==> src/include/fb_status_pkg.sv <==
// constants for the fieldbus status word and reference/actual codecs
// assumes a single system clock domain around every user of it
package fb_status_pkg;
   // ---------------------------------------------------------------
   // widths
   // ---------------------------------------------------------------
   localparam int STAT_W = 32;
   localparam int FB_W = 16;
   localparam int VAL_W = 32;
   localparam int TYPE_W = 2;
   localparam int SHIFT_W = 5;
   localparam int NUM_CH = 2;
   localparam int USER_W = 4;
   // ---------------------------------------------------------------
   // status bit positions
   // ---------------------------------------------------------------
   localparam int BIT_READY = 0;
   localparam int BIT_RUN_ENABLE = 1;
   localparam int BIT_MODULATING = 3;
   localparam int BIT_ZERO_SPEED = 4;
   localparam int BIT_TARGET = 7;
   localparam int BIT_LIMIT = 8;
   localparam int BIT_SUPERVISION = 9;
   localparam int BIT_PANEL_LOCAL = 12;
   localparam int BIT_BUS_LOCAL = 13;
   localparam int BIT_SECOND_SRC = 14;
   localparam int BIT_FAULT = 15;
   localparam int BIT_WARNING = 16;
   localparam int BIT_USER_LO = 22;
   localparam int BIT_CTL_REQ = 26;
   localparam int FB_SIGN = 15;
   // ---------------------------------------------------------------
   // reset values and masks
   // ---------------------------------------------------------------
   localparam logic [31:0] STATUS_RESET = 32'h0000_0000;
   localparam logic [31:0] IMPL_MASK = 32'h07C1_F39B;
   localparam logic [15:0] FB_RESET = 16'h0000;
   localparam logic [31:0] VAL_RESET = 32'h0000_0000;
   // ---------------------------------------------------------------
   // scaling: type setting to shift count
   // ---------------------------------------------------------------
   localparam logic [1:0] TYPE_UNITY = 2'h0;
   localparam logic [1:0] TYPE_X2 = 2'h1;
   localparam logic [1:0] TYPE_X4 = 2'h2;
   localparam logic [1:0] TYPE_X16 = 2'h3;
   localparam logic [4:0] SHIFT_UNITY = 5'h00;
   localparam logic [4:0] SHIFT_X2 = 5'h01;
   localparam logic [4:0] SHIFT_X4 = 5'h02;
   localparam logic [4:0] SHIFT_X16 = 5'h04;
   // ---------------------------------------------------------------
   // 16-bit two's complement limits
   // ---------------------------------------------------------------
   localparam logic signed [31:0] FB_MAX_VAL = 32'sh0000_7FFF;
   localparam logic signed [31:0] FB_MIN_VAL = 32'shFFFF_8000;
   localparam logic [15:0] FB_MAX_WORD = 16'h7FFF;
   localparam logic [15:0] FB_MIN_WORD = 16'h8000;
endpackage

==> src/include/scale_if.sv <==
// one reference/actual channel between the encoder and its scaler
// assumes both ends sit on the same clock
`timescale 1ns/1ps
interface scale_if;
   logic [15:0] ref_word;
   logic [1:0] ref_type;
   logic signed [31:0] ref_value;
   logic signed [31:0] act_value;
   logic [1:0] act_type;
   logic [15:0] act_word;
   logic act_clipped;
   modport ctrl (
      output ref_word, ref_type, act_value, act_type,
      input ref_value, act_word, act_clipped
   );
   modport conv (
      input ref_word, ref_type, act_value, act_type,
      output ref_value, act_word, act_clipped
   );
endinterface

==> src/logic/word_scaler.sv <==
// combinational scaler for one reference and one actual value
// assumes the caller registers every result
`timescale 1ns/1ps
module word_scaler (
   // channel
   scale_if.conv lane
);
   // ---------------------------------------------------------------
   // type to shift lookup
   // ---------------------------------------------------------------
   function automatic logic [4:0] type_shift(input logic [1:0] t);
      case (t)
         fb_status_pkg::TYPE_UNITY: type_shift = fb_status_pkg::SHIFT_UNITY;
         fb_status_pkg::TYPE_X2: type_shift = fb_status_pkg::SHIFT_X2;
         fb_status_pkg::TYPE_X4: type_shift = fb_status_pkg::SHIFT_X4;
         default: type_shift = fb_status_pkg::SHIFT_X16;
      endcase
   endfunction

   logic signed [31:0] ref_wide;
   logic signed [31:0] act_shifted;

   // ---------------------------------------------------------------
   // conversion
   // ---------------------------------------------------------------
   always_comb begin
      // sign bit replicated: master sends negatives as two's complement
      ref_wide = {{16{lane.ref_word[fb_status_pkg::FB_SIGN]}},
                  lane.ref_word};
      lane.ref_value = ref_wide <<< type_shift(lane.ref_type);
      act_shifted = lane.act_value >>> type_shift(lane.act_type);
      lane.act_clipped = 1'b0;
      // clip to the signed 16-bit range, keeping two's complement
      if (act_shifted > fb_status_pkg::FB_MAX_VAL) begin
         lane.act_word = fb_status_pkg::FB_MAX_WORD;
         lane.act_clipped = 1'b1;
      end else if (act_shifted < fb_status_pkg::FB_MIN_VAL) begin
         lane.act_word = fb_status_pkg::FB_MIN_WORD;
         lane.act_clipped = 1'b1;
      end else begin
         lane.act_word = act_shifted[15:0];
      end
   end
endmodule

==> src/logic/fieldbus_status_ref_encoder.sv <==
// fieldbus status word assembly and reference/actual value codec
// assumes all flag inputs come from logic on clk; no pins enter here
//
// Summary of operation
// - low sixteen status bits go out unchanged
// - bit 0 set when start can be accepted
// - bit 1 follows external run permission
// - bit 3 set while power stage modulates
// - bit 4 set at zero speed
// - bit 7 set when setpoint reached
// - bit 8 set while any limitation active
// - bit 9 set when supervised value exceeds threshold
// - bit 12 set under keypad or tool control
// - bit 13 set under fieldbus local control
// - bit 14 set when second source active
// - bit 15 fault, bit 16 warning
// - bits 22 to 25 are user flags
// - bit 26 set when channel control requested
// - two references, 16-bit two's complement, sign extended
// - two actual values, sign plus 15 bits
// - negative actuals sent as two's complement
// - each reference scaled by own type setting
// - each actual scaled by own type setting
`timescale 1ns/1ps
module fieldbus_status_ref_encoder (
   // clock, reset, enable
   input wire logic clk,
   input wire logic rst,
   input wire logic ce,
   // drive state flags
   input wire logic ready_to_start,
   input wire logic run_permission,
   input wire logic modulating_flag,
   input wire logic zero_speed,
   input wire logic target_reached_flag,
   input wire logic limit_active,
   input wire logic supervision_exceeded,
   input wire logic panel_local,
   input wire logic bus_local,
   input wire logic second_external_source_flag,
   input wire logic fault_active,
   input wire logic warning_active,
   input wire logic [3:0] user_flags,
   input wire logic channel_control_requested,
   // status outputs
   output logic [31:0] drive_state_flags_alt_profile,
   output logic [15:0] fb_status_word,
   output logic status_changed,
   // references from the bus master
   input wire logic [1:0][15:0] ref_word_in,
   input wire logic [1:0] ref_write,
   input wire logic [1:0][1:0] ref_type,
   output logic [1:0][31:0] ref_value,
   output logic [1:0] ref_update,
   // actual values to the bus master
   input wire logic [1:0][31:0] feedback_value_in,
   input wire logic [1:0][1:0] act_type,
   output logic [1:0][15:0] act_word,
   output logic [1:0] act_clipped
);
   // ---------------------------------------------------------------
   // status assembly
   // ---------------------------------------------------------------
   function automatic logic [31:0] build_status(
      input logic rdy, input logic run_en, input logic modul,
      input logic zspd, input logic tgt, input logic lim,
      input logic sup, input logic pnl, input logic bus,
      input logic ext2, input logic flt, input logic wrn,
      input logic [3:0] usr, input logic req
   );
      logic [31:0] s;
      s = fb_status_pkg::STATUS_RESET;
      s[fb_status_pkg::BIT_READY] = rdy;
      s[fb_status_pkg::BIT_RUN_ENABLE] = run_en;
      s[fb_status_pkg::BIT_MODULATING] = modul;
      s[fb_status_pkg::BIT_ZERO_SPEED] = zspd;
      s[fb_status_pkg::BIT_TARGET] = tgt;
      s[fb_status_pkg::BIT_LIMIT] = lim;
      s[fb_status_pkg::BIT_SUPERVISION] = sup;
      s[fb_status_pkg::BIT_PANEL_LOCAL] = pnl;
      s[fb_status_pkg::BIT_BUS_LOCAL] = bus;
      s[fb_status_pkg::BIT_SECOND_SRC] = ext2;
      s[fb_status_pkg::BIT_FAULT] = flt;
      s[fb_status_pkg::BIT_WARNING] = wrn;
      s[fb_status_pkg::BIT_USER_LO +: fb_status_pkg::USER_W] = usr;
      s[fb_status_pkg::BIT_CTL_REQ] = req;
      build_status = s & fb_status_pkg::IMPL_MASK;
   endfunction

   logic [31:0] next_status;
   logic [15:0] next_fb;
   logic next_changed;

   always_comb begin
      next_status = build_status(ready_to_start, run_permission,
         modulating_flag, zero_speed, target_reached_flag,
         limit_active, supervision_exceeded, panel_local, bus_local,
         second_external_source_flag, fault_active, warning_active,
         user_flags, channel_control_requested);
      // upper half never enters the 16-bit transfer
      next_fb = next_status[15:0];
      next_changed = next_status != drive_state_flags_alt_profile;
   end

   always_ff @(posedge clk) begin
      if (rst) begin
         drive_state_flags_alt_profile <= fb_status_pkg::STATUS_RESET;
         fb_status_word <= fb_status_pkg::FB_RESET;
         status_changed <= 1'b0;
      end else if (ce) begin
         drive_state_flags_alt_profile <= next_status;
         fb_status_word <= next_fb;
         status_changed <= next_changed;
      end
   end

   // ---------------------------------------------------------------
   // reference and actual channels
   // ---------------------------------------------------------------
   scale_if lane [fb_status_pkg::NUM_CH] ();

   logic [1:0][15:0] ref_hold;
   logic [1:0][15:0] next_ref_hold;
   logic [1:0] ref_pending;
   logic [1:0] next_ref_pending;
   logic [1:0][31:0] next_ref_value;
   logic [1:0][15:0] next_act_word;
   logic [1:0] next_act_clipped;

   genvar g;
   generate
      for (g = 0; g < fb_status_pkg::NUM_CH; g++) begin : ch
         word_scaler u_scaler (
            .lane(lane[g])
         );
         assign lane[g].ref_word = ref_hold[g];
         assign lane[g].ref_type = ref_type[g];
         assign lane[g].act_value = feedback_value_in[g];
         assign lane[g].act_type = act_type[g];
         always_comb begin
            // word held until the master writes a new one
            next_ref_hold[g] = ref_write[g] ? ref_word_in[g]
                                            : ref_hold[g];
            next_ref_pending[g] = ref_write[g];
            next_ref_value[g] = lane[g].ref_value;
            next_act_word[g] = lane[g].act_word;
            next_act_clipped[g] = lane[g].act_clipped;
         end
      end
   endgenerate

   always_ff @(posedge clk) begin
      if (rst) begin
         ref_hold <= '0;
         ref_pending <= '0;
         ref_value <= '0;
         ref_update <= '0;
         act_word <= '0;
         act_clipped <= '0;
      end else if (ce) begin
         ref_hold <= next_ref_hold;
         ref_pending <= next_ref_pending;
         ref_value <= next_ref_value;
         ref_update <= ref_pending;
         act_word <= next_act_word;
         act_clipped <= next_act_clipped;
      end
   end

   // ---------------------------------------------------------------
   // assertions
   // ---------------------------------------------------------------
   fb_low_copy_a: assert property (
      @(posedge clk) disable iff (rst)
      fb_status_word == drive_state_flags_alt_profile[15:0])
      else $error("fieldbus word differs from low status half");

   reserved_zero_a: assert property (
      @(posedge clk) disable iff (rst)
      (drive_state_flags_alt_profile & ~fb_status_pkg::IMPL_MASK) == '0)
      else $error("reserved status bit set");

   ready_bit_a: assert property (
      @(posedge clk) disable iff (rst)
      ce ##1 1'b1 |-> drive_state_flags_alt_profile[0]
         == $past(ready_to_start))
      else $error("ready bit does not follow start readiness");

   run_perm_a: assert property (
      @(posedge clk) disable iff (rst)
      ce && run_permission |=> drive_state_flags_alt_profile[1])
      else $error("run permission bit not set");

   motion_bits_a: assert property (
      @(posedge clk) disable iff (rst)
      ce |=> drive_state_flags_alt_profile[3] == $past(modulating_flag)
         && drive_state_flags_alt_profile[4] == $past(zero_speed))
      else $error("modulation or zero speed bit wrong");

   fault_warn_a: assert property (
      @(posedge clk) disable iff (rst)
      ce && fault_active && warning_active
         |=> drive_state_flags_alt_profile[16:15] == 2'h3)
      else $error("fault or warning bit missing");

   user_field_a: assert property (
      @(posedge clk) disable iff (rst)
      ce |=> drive_state_flags_alt_profile[25:22] == $past(user_flags))
      else $error("user flags misplaced");

   ctl_req_a: assert property (
      @(posedge clk) disable iff (rst)
      ce |=> drive_state_flags_alt_profile[26]
         == $past(channel_control_requested))
      else $error("control request bit wrong");

   frozen_state_a: assert property (
      @(posedge clk) disable iff (rst)
      !ce |=> $stable(drive_state_flags_alt_profile) && $stable(act_word))
      else $error("state moved while clock enable low");

   ref_sign_a: assert property (
      @(posedge clk) disable iff (rst)
      ce && ref_write[0] && ref_type[0] == fb_status_pkg::TYPE_UNITY
         ##1 ce && ref_type[0] == fb_status_pkg::TYPE_UNITY
         |=> ref_update[0] && ref_value[0][31:15]
            == {17{$past(ref_hold[0][15])}})
      else $error("reference sign not extended");

   act_neg_a: assert property (
      @(posedge clk) disable iff (rst)
      ce && feedback_value_in[1][31] |=> act_word[1][15])
      else $error("negative actual lost its sign");

   act_unity_a: assert property (
      @(posedge clk) disable iff (rst)
      ce && act_type[0] == fb_status_pkg::TYPE_UNITY
         |=> act_clipped[0]
            || act_word[0] == $past(feedback_value_in[0][15:0]))
      else $error("unity actual not passed through");

   act_clip_a: assert property (
      @(posedge clk) disable iff (rst)
      act_clipped[0] |-> act_word[0] == fb_status_pkg::FB_MAX_WORD
         || act_word[0] == fb_status_pkg::FB_MIN_WORD)
      else $error("clipped actual not at a range limit");
endmodule

==> config.mk <==
export PLATFORM = sky130hd
export DESIGN_NAME = fieldbus_status_ref_encoder
export DESIGN_NICKNAME = d
export VERILOG_FILES = /design/src/include/fb_status_pkg.sv /design/src/include/scale_if.sv /design/src/logic/word_scaler.sv /design/src/logic/fieldbus_status_ref_encoder.sv
export SDC_FILE = /design/constraint.sdc
export NUM_CORES = 1
export LEC_CHECK = 0
export BUFFER_PORTS_ARGS = -buffer_cell sky130_fd_sc_hd__buf_2
export CAP_MARGIN = 0
export CORE_ASPECT_RATIO = 2
export CORE_MARGIN = 2
export CORE_UTILIZATION = 55
export DETAILED_ROUTE_END_ITERATION = 10
export GPL_TIMING_DRIVEN = 0
export PLACE_DENSITY = 0.86
export SLEW_MARGIN = 20
export SYNTH_ARGS = -nofsm -noshare
export SYNTH_HDL_FRONTEND = slang
export SYNTH_SLANG_ARGS = --single-unit
==> constraint.sdc <==
create_clock -name clk -period 4.6 [get_ports clk]
set_input_delay 0.23 -clock clk [delete_from_list [all_inputs] [get_ports clk]]
set_output_delay 0.23 -clock clk [all_outputs]
set_load 0.01 [all_outputs]
==> results.md, run 1 <==
- Status: finished clean
- Die area: 15660 um2
- Critical path startpoint category: primary input
- Clock sinks: 134
- Gpl congestion: around 0.94
- Worst path cell trace: buf_2 > buf_1 > mux4_2 > nor4_1 > o2111ai_1 > o21ai_2 > buf_4 > o32ai_1
- Die width: between 80 and 90 um
- Rows: 62
- Max Clock Skew: 5.123 ps
- Hold Crit Class: primary input to flip-flop
- CP Capture Type: flip-flop
- Flop pwr share: 39.1%
- Max stage delay on crit path: 420 ps
- CTS max path bufs: 2
- Area contributors post-synth: dfxtp_1 33%, mux4_2 16%, nor2_1 7.0%
- Worst-Margin Slew: between 800 and 900 ps
- F_max: 0.4849 GHz
- Total power: 3.308 mW
- Routed len/inst: 17.83 um
- ANT cells: 0
- Antenna-violating nets left: 0
- Hold_buf cts: 0
- Primary FF master, synth: dfxtp_1
- TritonRoute pass-1 iters: 5
- All-Layer GR Usage: 31.40%
- Seq/Total Area, Yosys: 33.36%
- Post-Synthesis Cell Area: between 8000 and 9000 um2
- Synth warn: 0
- Height of the chip: 175 um
- Min Tclk post-route: 2062 ps
- Ports: 275
- Setup TNS Final: 0 ps
- WL final: 24470 um
- Critical Path Fanout Max: 10
- Int Pwr: 2.350 mW
- TritonCTS clock tree: done
- Initial Util: 56.03%
- Unique masters post-synth: 51
- Initial antenna violation count: 0
- Final #Nets: 1293
- Top cell type's share of synthesized area: between 30% and 40%
- Initial DRC count: 398
- Worst Path Buf+Inv: 3
- Buffers inserted by post-CTS timing repair: 0
- Critical Path RT: between 4000 and 5000 ps
- DPL Wire Length: 19380 um
- Clock latency on the worst-skew pair: 420 ps
- CP top delay family: buffers and inverters
- Drt drc: 0
- Unrepaired setup endpoints after global routing: no
- Fraction of layout cells with a size suffix above 1: 34.41%
- Vias in the first global route: between 7000 and 8000
- IR Drop Worst-Case VDD: roughly 0.00025 V
- Area of the core: 14350 um2
- Final Max Slew Viols: 0
- Slew HR: 45.73%
- Cell Pwr Density: 325.1 nW/um2
- Gate power share: 20.4%
- Clock-pin slew on the worst setup and hold paths: approximately 60 ps
- Critical path class: primary input to flip-flop
- Flops & latches, synth: 134
- Quantity of gates resized following cts: 0
- Largest net degree at the start of global routing: 17
- Mapped Avg Cell Area: 9.128 um2
- CTS Buf Count: 17
- Root buffer cell: clkbuf_16
- Via count: 7925
- First-pass GRT wire length: 37850 um
- PortBufs: 248
- Post-synth EDFFs: 0
- CTS HTree Levels: 4
- Max stage delay cell, worst path: buf_1
- Yosys top cell by area: dfxtp_1
- Net Switching: 0.9574 mW
- Post-Syn Instances: 881
- Asr flop ratio synth: 0%
- Net Sw Frac: approximately 29%
- Final Hold Fails: 0
- Layout area overhead: 26.54%
- GRT Residual Overflow: 0
- Period utilisation layout: 44.83%
- Vias per cell: just under 6
- LEAKAGE: 4.515 nW
- Max-Cap Viols: 0
- # setup viols final: 0
- Clock share of power: 40.5%
- WP data arrival: 2340 ps
[cells in the final DEF, fill, tap and decap left out, types with 3 or more instances in the layout]
cell and n:
and2_1 3, nand4_1 5, a311oi_1 5, xor2_1 14, nor3b_1 8, dfxtp_1 134, buf_6 5, nand2_1 129
clkbuf_16 17, nand3_1 14, xnor2_1 6, nor2b_1 4, mux4_1 14, inv_1 8, a21oi_1 56, o21ai_0 8
mux4_2 56, conb_1 20, nor2_1 149, clkinvlp_4 6, o2111ai_1 3, buf_4 53, buf_1 10, nor3_1 16
o32ai_1 30, nand2b_1 5, a211oi_1 20, nor4_1 8, clkbuf_1 46, o22ai_1 3, a31oi_1 4, buf_2 254
mux2i_1 35
[worst paths after layout]
path / startpoint / to / slack [ps] / cells past startpoint
worst min-delay path: ref_word_in[29] / lane[1].ref_word[13] / 50 / 3
worst max-delay path: act_type[1] / act_word[13] / 2540 / 8
worst min register to register: ref_value[51] / ref_value[51] / 460 / 2
worst max register to register: fb_status_word[4] / status_changed / 2850 / 5
[logic make-up after synthesis]
group | synth area share (%)
flops | 33.36
compound gates | 11.92
other cells | 0.04663
mux | 24.75
buf+inv | 9.211
xor+xnor | 2.178
simple gates | 18.53
[flip-flops by register name, indices dropped and copies added (netlist names)]
| register | count |
|---|---|
| act_clipped | 2 |
| act_word | 32 |
| drive_state_flags_alt_profile | 7 |
| fb_status_word | 10 |
| lane.ref_word | 32 |
| ref_pending | 2 |
| ref_update | 2 |
| ref_value | 46 |
| status_changed | 1 |
[stage by stage]
step / hold slack [ps] / cells / setup WS (ps) / area (um2) / util (%)
final: 48.51 / 1372 / 2538 / 10180 / 70.91
after global routing: 55.52 / 1372 / 2396 / 10180 / 70.91
after CTS: 36.04 / 1372 / 2566 / 10180 / 70.91
after detailed placement: 452.1 / 1340 / 2134 / 9594 / 66.85
after global placement: 447.6 / 1340 / 2114 / 9594 / 66.85
after floorplan: 366.0 / 900 / 2533 / 8113 / -
[metal layers]
layer	track usage [%]	wire length [um]
met5	0	0
met4	22.95	1644
met3	6.471	1558
met2	58.46	13680
met1	27.61	7581
[cell type report]
type                    count  area (um2)
inverters                   8       30.03
plain buffers             120       710.7
clock inverters            14       152.6
repair buffers            248        1241
clock buffers              18       429.2
multi-input cells         638        4690
well taps                 192       240.2
fillers                  1097        4175
flip-flops and latches    134        2683
[worst register-to-register path: stages, from the launching register on]
cell and delay [ps]:
dfxtp_1 340, xor2_1 160, nor4_1 380, nand3_1 210, nor4_1 420, nor3_1 100
[synthesized netlist by cell type, types with 8 or more instances]
cell type  number
inv_1           8
nor2_1        149
mux4_2         56
xor2_1         14
nor3_1         16
nand2_1       129
nor3b_1         8
dfxtp_1       134
buf_1          10
clkbuf_1       45
buf_4          53
a21oi_1        56
o21ai_0         8
nor4_1          8
mux2i_1        35
o32ai_1        30
nand3_1        14
mux4_1         14
a211oi_1       20
[power groups by stage]
| stage | Sequential (mW) | Combinational (mW) | Clock (mW) |
|---|---|---|---|
| after detailed placement | 1.31 | 0.668 | 0 |
| after global placement | 1.31 | 0.650 | 0 |
| after CTS | 1.29 | 0.672 | 1.34 |
| after global routing | 1.30 | 0.736 | 1.39 |
| final | 1.29 | 0.676 | 1.34 |
| after floorplan | 1.33 | 0.403 | 0 |
Power figures use the tool's default switching activity.
==> run 2: changes to the inputs <==
CORE_UTILIZATION = 46   (was 55)
PLACE_DENSITY = 0.77   (was 0.86)
clock period = 1.83 ns   (was 4.6 ns; I/O delays follow)
==> results.md, run 2 (synthesis gave the netlist of run 1 again) <==
- Antenna-violating nets left: 0
- IR Drop Worst-Case VDD: a little over 0.0005 V
- Max stage delay cell, worst path: mux4_2
- Critical path startpoint category: primary input
- CP startpoint: act_type[1]
- Min Tclk post-route: 1700 ps
- Layout area overhead: 33.69%
- Die area: 18620 um2
- Period utilisation layout: between 90% and 100%
- Critical path class: primary input to flip-flop
- Status: finished clean
- Vias per cell: 5.576
- Cell Pwr Density: 790.1 nW/um2
- Max Clock Skew: 6.616 ps
- Vias in the first global route: 7972
- Initial antenna violation count: 0
- Routed len/inst: ~18 um
- Post-route cell area: ~11000 um2
- # setup viols final: 0
- First-pass GRT wire length: between 30000 and 40000 um
- Height of the chip: 191.0 um
- Worst-Margin Slew: 775.7 ps
- Worst path cell trace: buf_2 > buf_2 > mux4_2 > nor4_2 > o2111ai_1 > o21ai_2 > buf_6 > o32ai_1
- Worst Path Buf+Inv: 3
- ANT cells: 0
- Initial DRC count: 273
- FF-to-FF Start: drive_state_flags_alt_profile[15]
- PortBufs: 248
- CP dominant cell by count: buf_2
- Fraction of layout cells with a size suffix above 1: 33.69%
- WP data arrival: a little under 2000 ps
- All-Layer GR Usage: between 20% and 30%
- Via count: 8024
- Number of flip-flops in the largest register: 46
- Hold Crit Class: primary input to flip-flop
- Clock-pin slew on the worst setup and hold paths: around 70 ps
- Most frequent cells in the layout: 255 x buf_2, 149 x nor2_1, 134 x dfxtp_1, 129 x nand2_1
- Critical Path RT: 2110 ps
- Final Max Slew Viols: 0
- Die width: 97.49 um
- Final #Nets: 1342
- LEAKAGE: 4.758 nW
- Max stage delay on crit path: roughly 360 ps
- CTS Buf Count: 17
- Drt drc: 0
- Commonest non-fill, non-tap cell in the layout: buf_2
- TritonCTS clock tree: done
- Clock latency on the worst-skew pair: 420 ps
- # fillers: 1513
- Buffers inserted by post-CTS timing repair: 0
- Post-DP Area: 9662 um2
- DPL Wire Length: 19690 um
- R2R setup slack: about 280 ps
- GRT Residual Overflow: 0
- Register name with the most flops: ref_value
- TritonRoute pass-1 iters: 5
- CP top delay family: compound AO/OA/AOI/OAI gates
- Area of the core: 17190 um2
- CTS HTree Levels: 4
- Critical Path Fanout Max: 10
- Total power: 8.494 mW
- Ports: about 280
- Root buffer cell: clkbuf_16
- Slew HR: around half
- F_max: 0.5882 GHz
- Largest net degree at the start of global routing: 17
- Final hold slack: 55.79 ps
- Gpl congestion: 0.9268
- Rows: 68
- Initial Util: between 40% and 50%
- Clock sinks: 134
- Hold_sp: feedback_value_in[31]
- CTS max path bufs: 2
- WL final: 25270 um
- CP Capture Type: flip-flop
- Max-Cap Viols: 0
- Final Hold Fails: 0
- Unrepaired setup endpoints after global routing: no
==> run 2: cell types whose count changed in the layout (fill, tap and decap cells not counted), sizes merged <==
cell / change
dlygate4sd3: +49
clkinvlp: -4
inv: +3
clkbuf: +1
buf: -2
clkinv: +2
==> run 2: worst paths after layout <==
check / depth (start not counted) / endpoint
hold / removal: 4 / act_clipped[0]
setup reg to reg: 5 / status_changed
setup / recovery: 8 / act_word[5]
hold reg to reg: 2 / act_word[31]
==> run 2: metrics by stage <==
stage | setup TNS (ps) | util [%] | worst slack, ps | instances
6_report | 0 | 62.55 | 129.9 | 1439
5_1_grt | 0 | 62.55 | 15.71 | 1439
4_1_cts | 0 | 62.54 | 60.94 | 1439
3_5_place_dp | -15750 | 56.22 | -382.5 | 1358
3_3_place_gp | -13450 | 56.22 | -354.8 | 1358
2_1_floorplan | -635.0 | - | -64.55 | 900
==> run 2: where the power goes <==
group / total [mW] / internal (mW) / leakage (nW) / switching [mW]
sequential: 3.25 / 3.11 / 1.10 / 0.143
clock: 3.45 / 2.04 / 0.287 / 1.41
combinational: 1.79 / 0.860 / 3.37 / 0.929
==> run 2: per-layer routing <==
layer  track usage [%]  up-vias  wire, um
li1                  -     3802         -
met1             23.15     3810      8213
met2             53.66      327     14440
met3             4.644       85      1347
met4             15.22        0      1266
met5                 0        -         0
==> run 2: worst reg2reg max path, stage by stage, from the launching register on <==
cell and delay, ps:
dfxtp_1 350, xor2_1 180, nor4_1 360, nand3_1 170, nor4_1 280, nor3_1 80
==> run 2: final cells by class <==
type	instances	area [um2]	area share [%]
repair buffers	297	1732	16.11
clock inverters	15	170.2	1.583
well taps	210	262.8	2.444
flip-flops and latches	134	2683	24.95
multi-input cells	638	4718	43.89
clock buffers	17	425.4	3.957
plain buffers	120	729.5	6.785
inverters	8	30.03	0.2793
==> run 2: repair_timing <==
action                                  CTS  global route
endpoints found under the setup margin    0            13
hold buffers                             49             0
gates resized for setup                   0             2
endpoints found under the hold margin    49             0
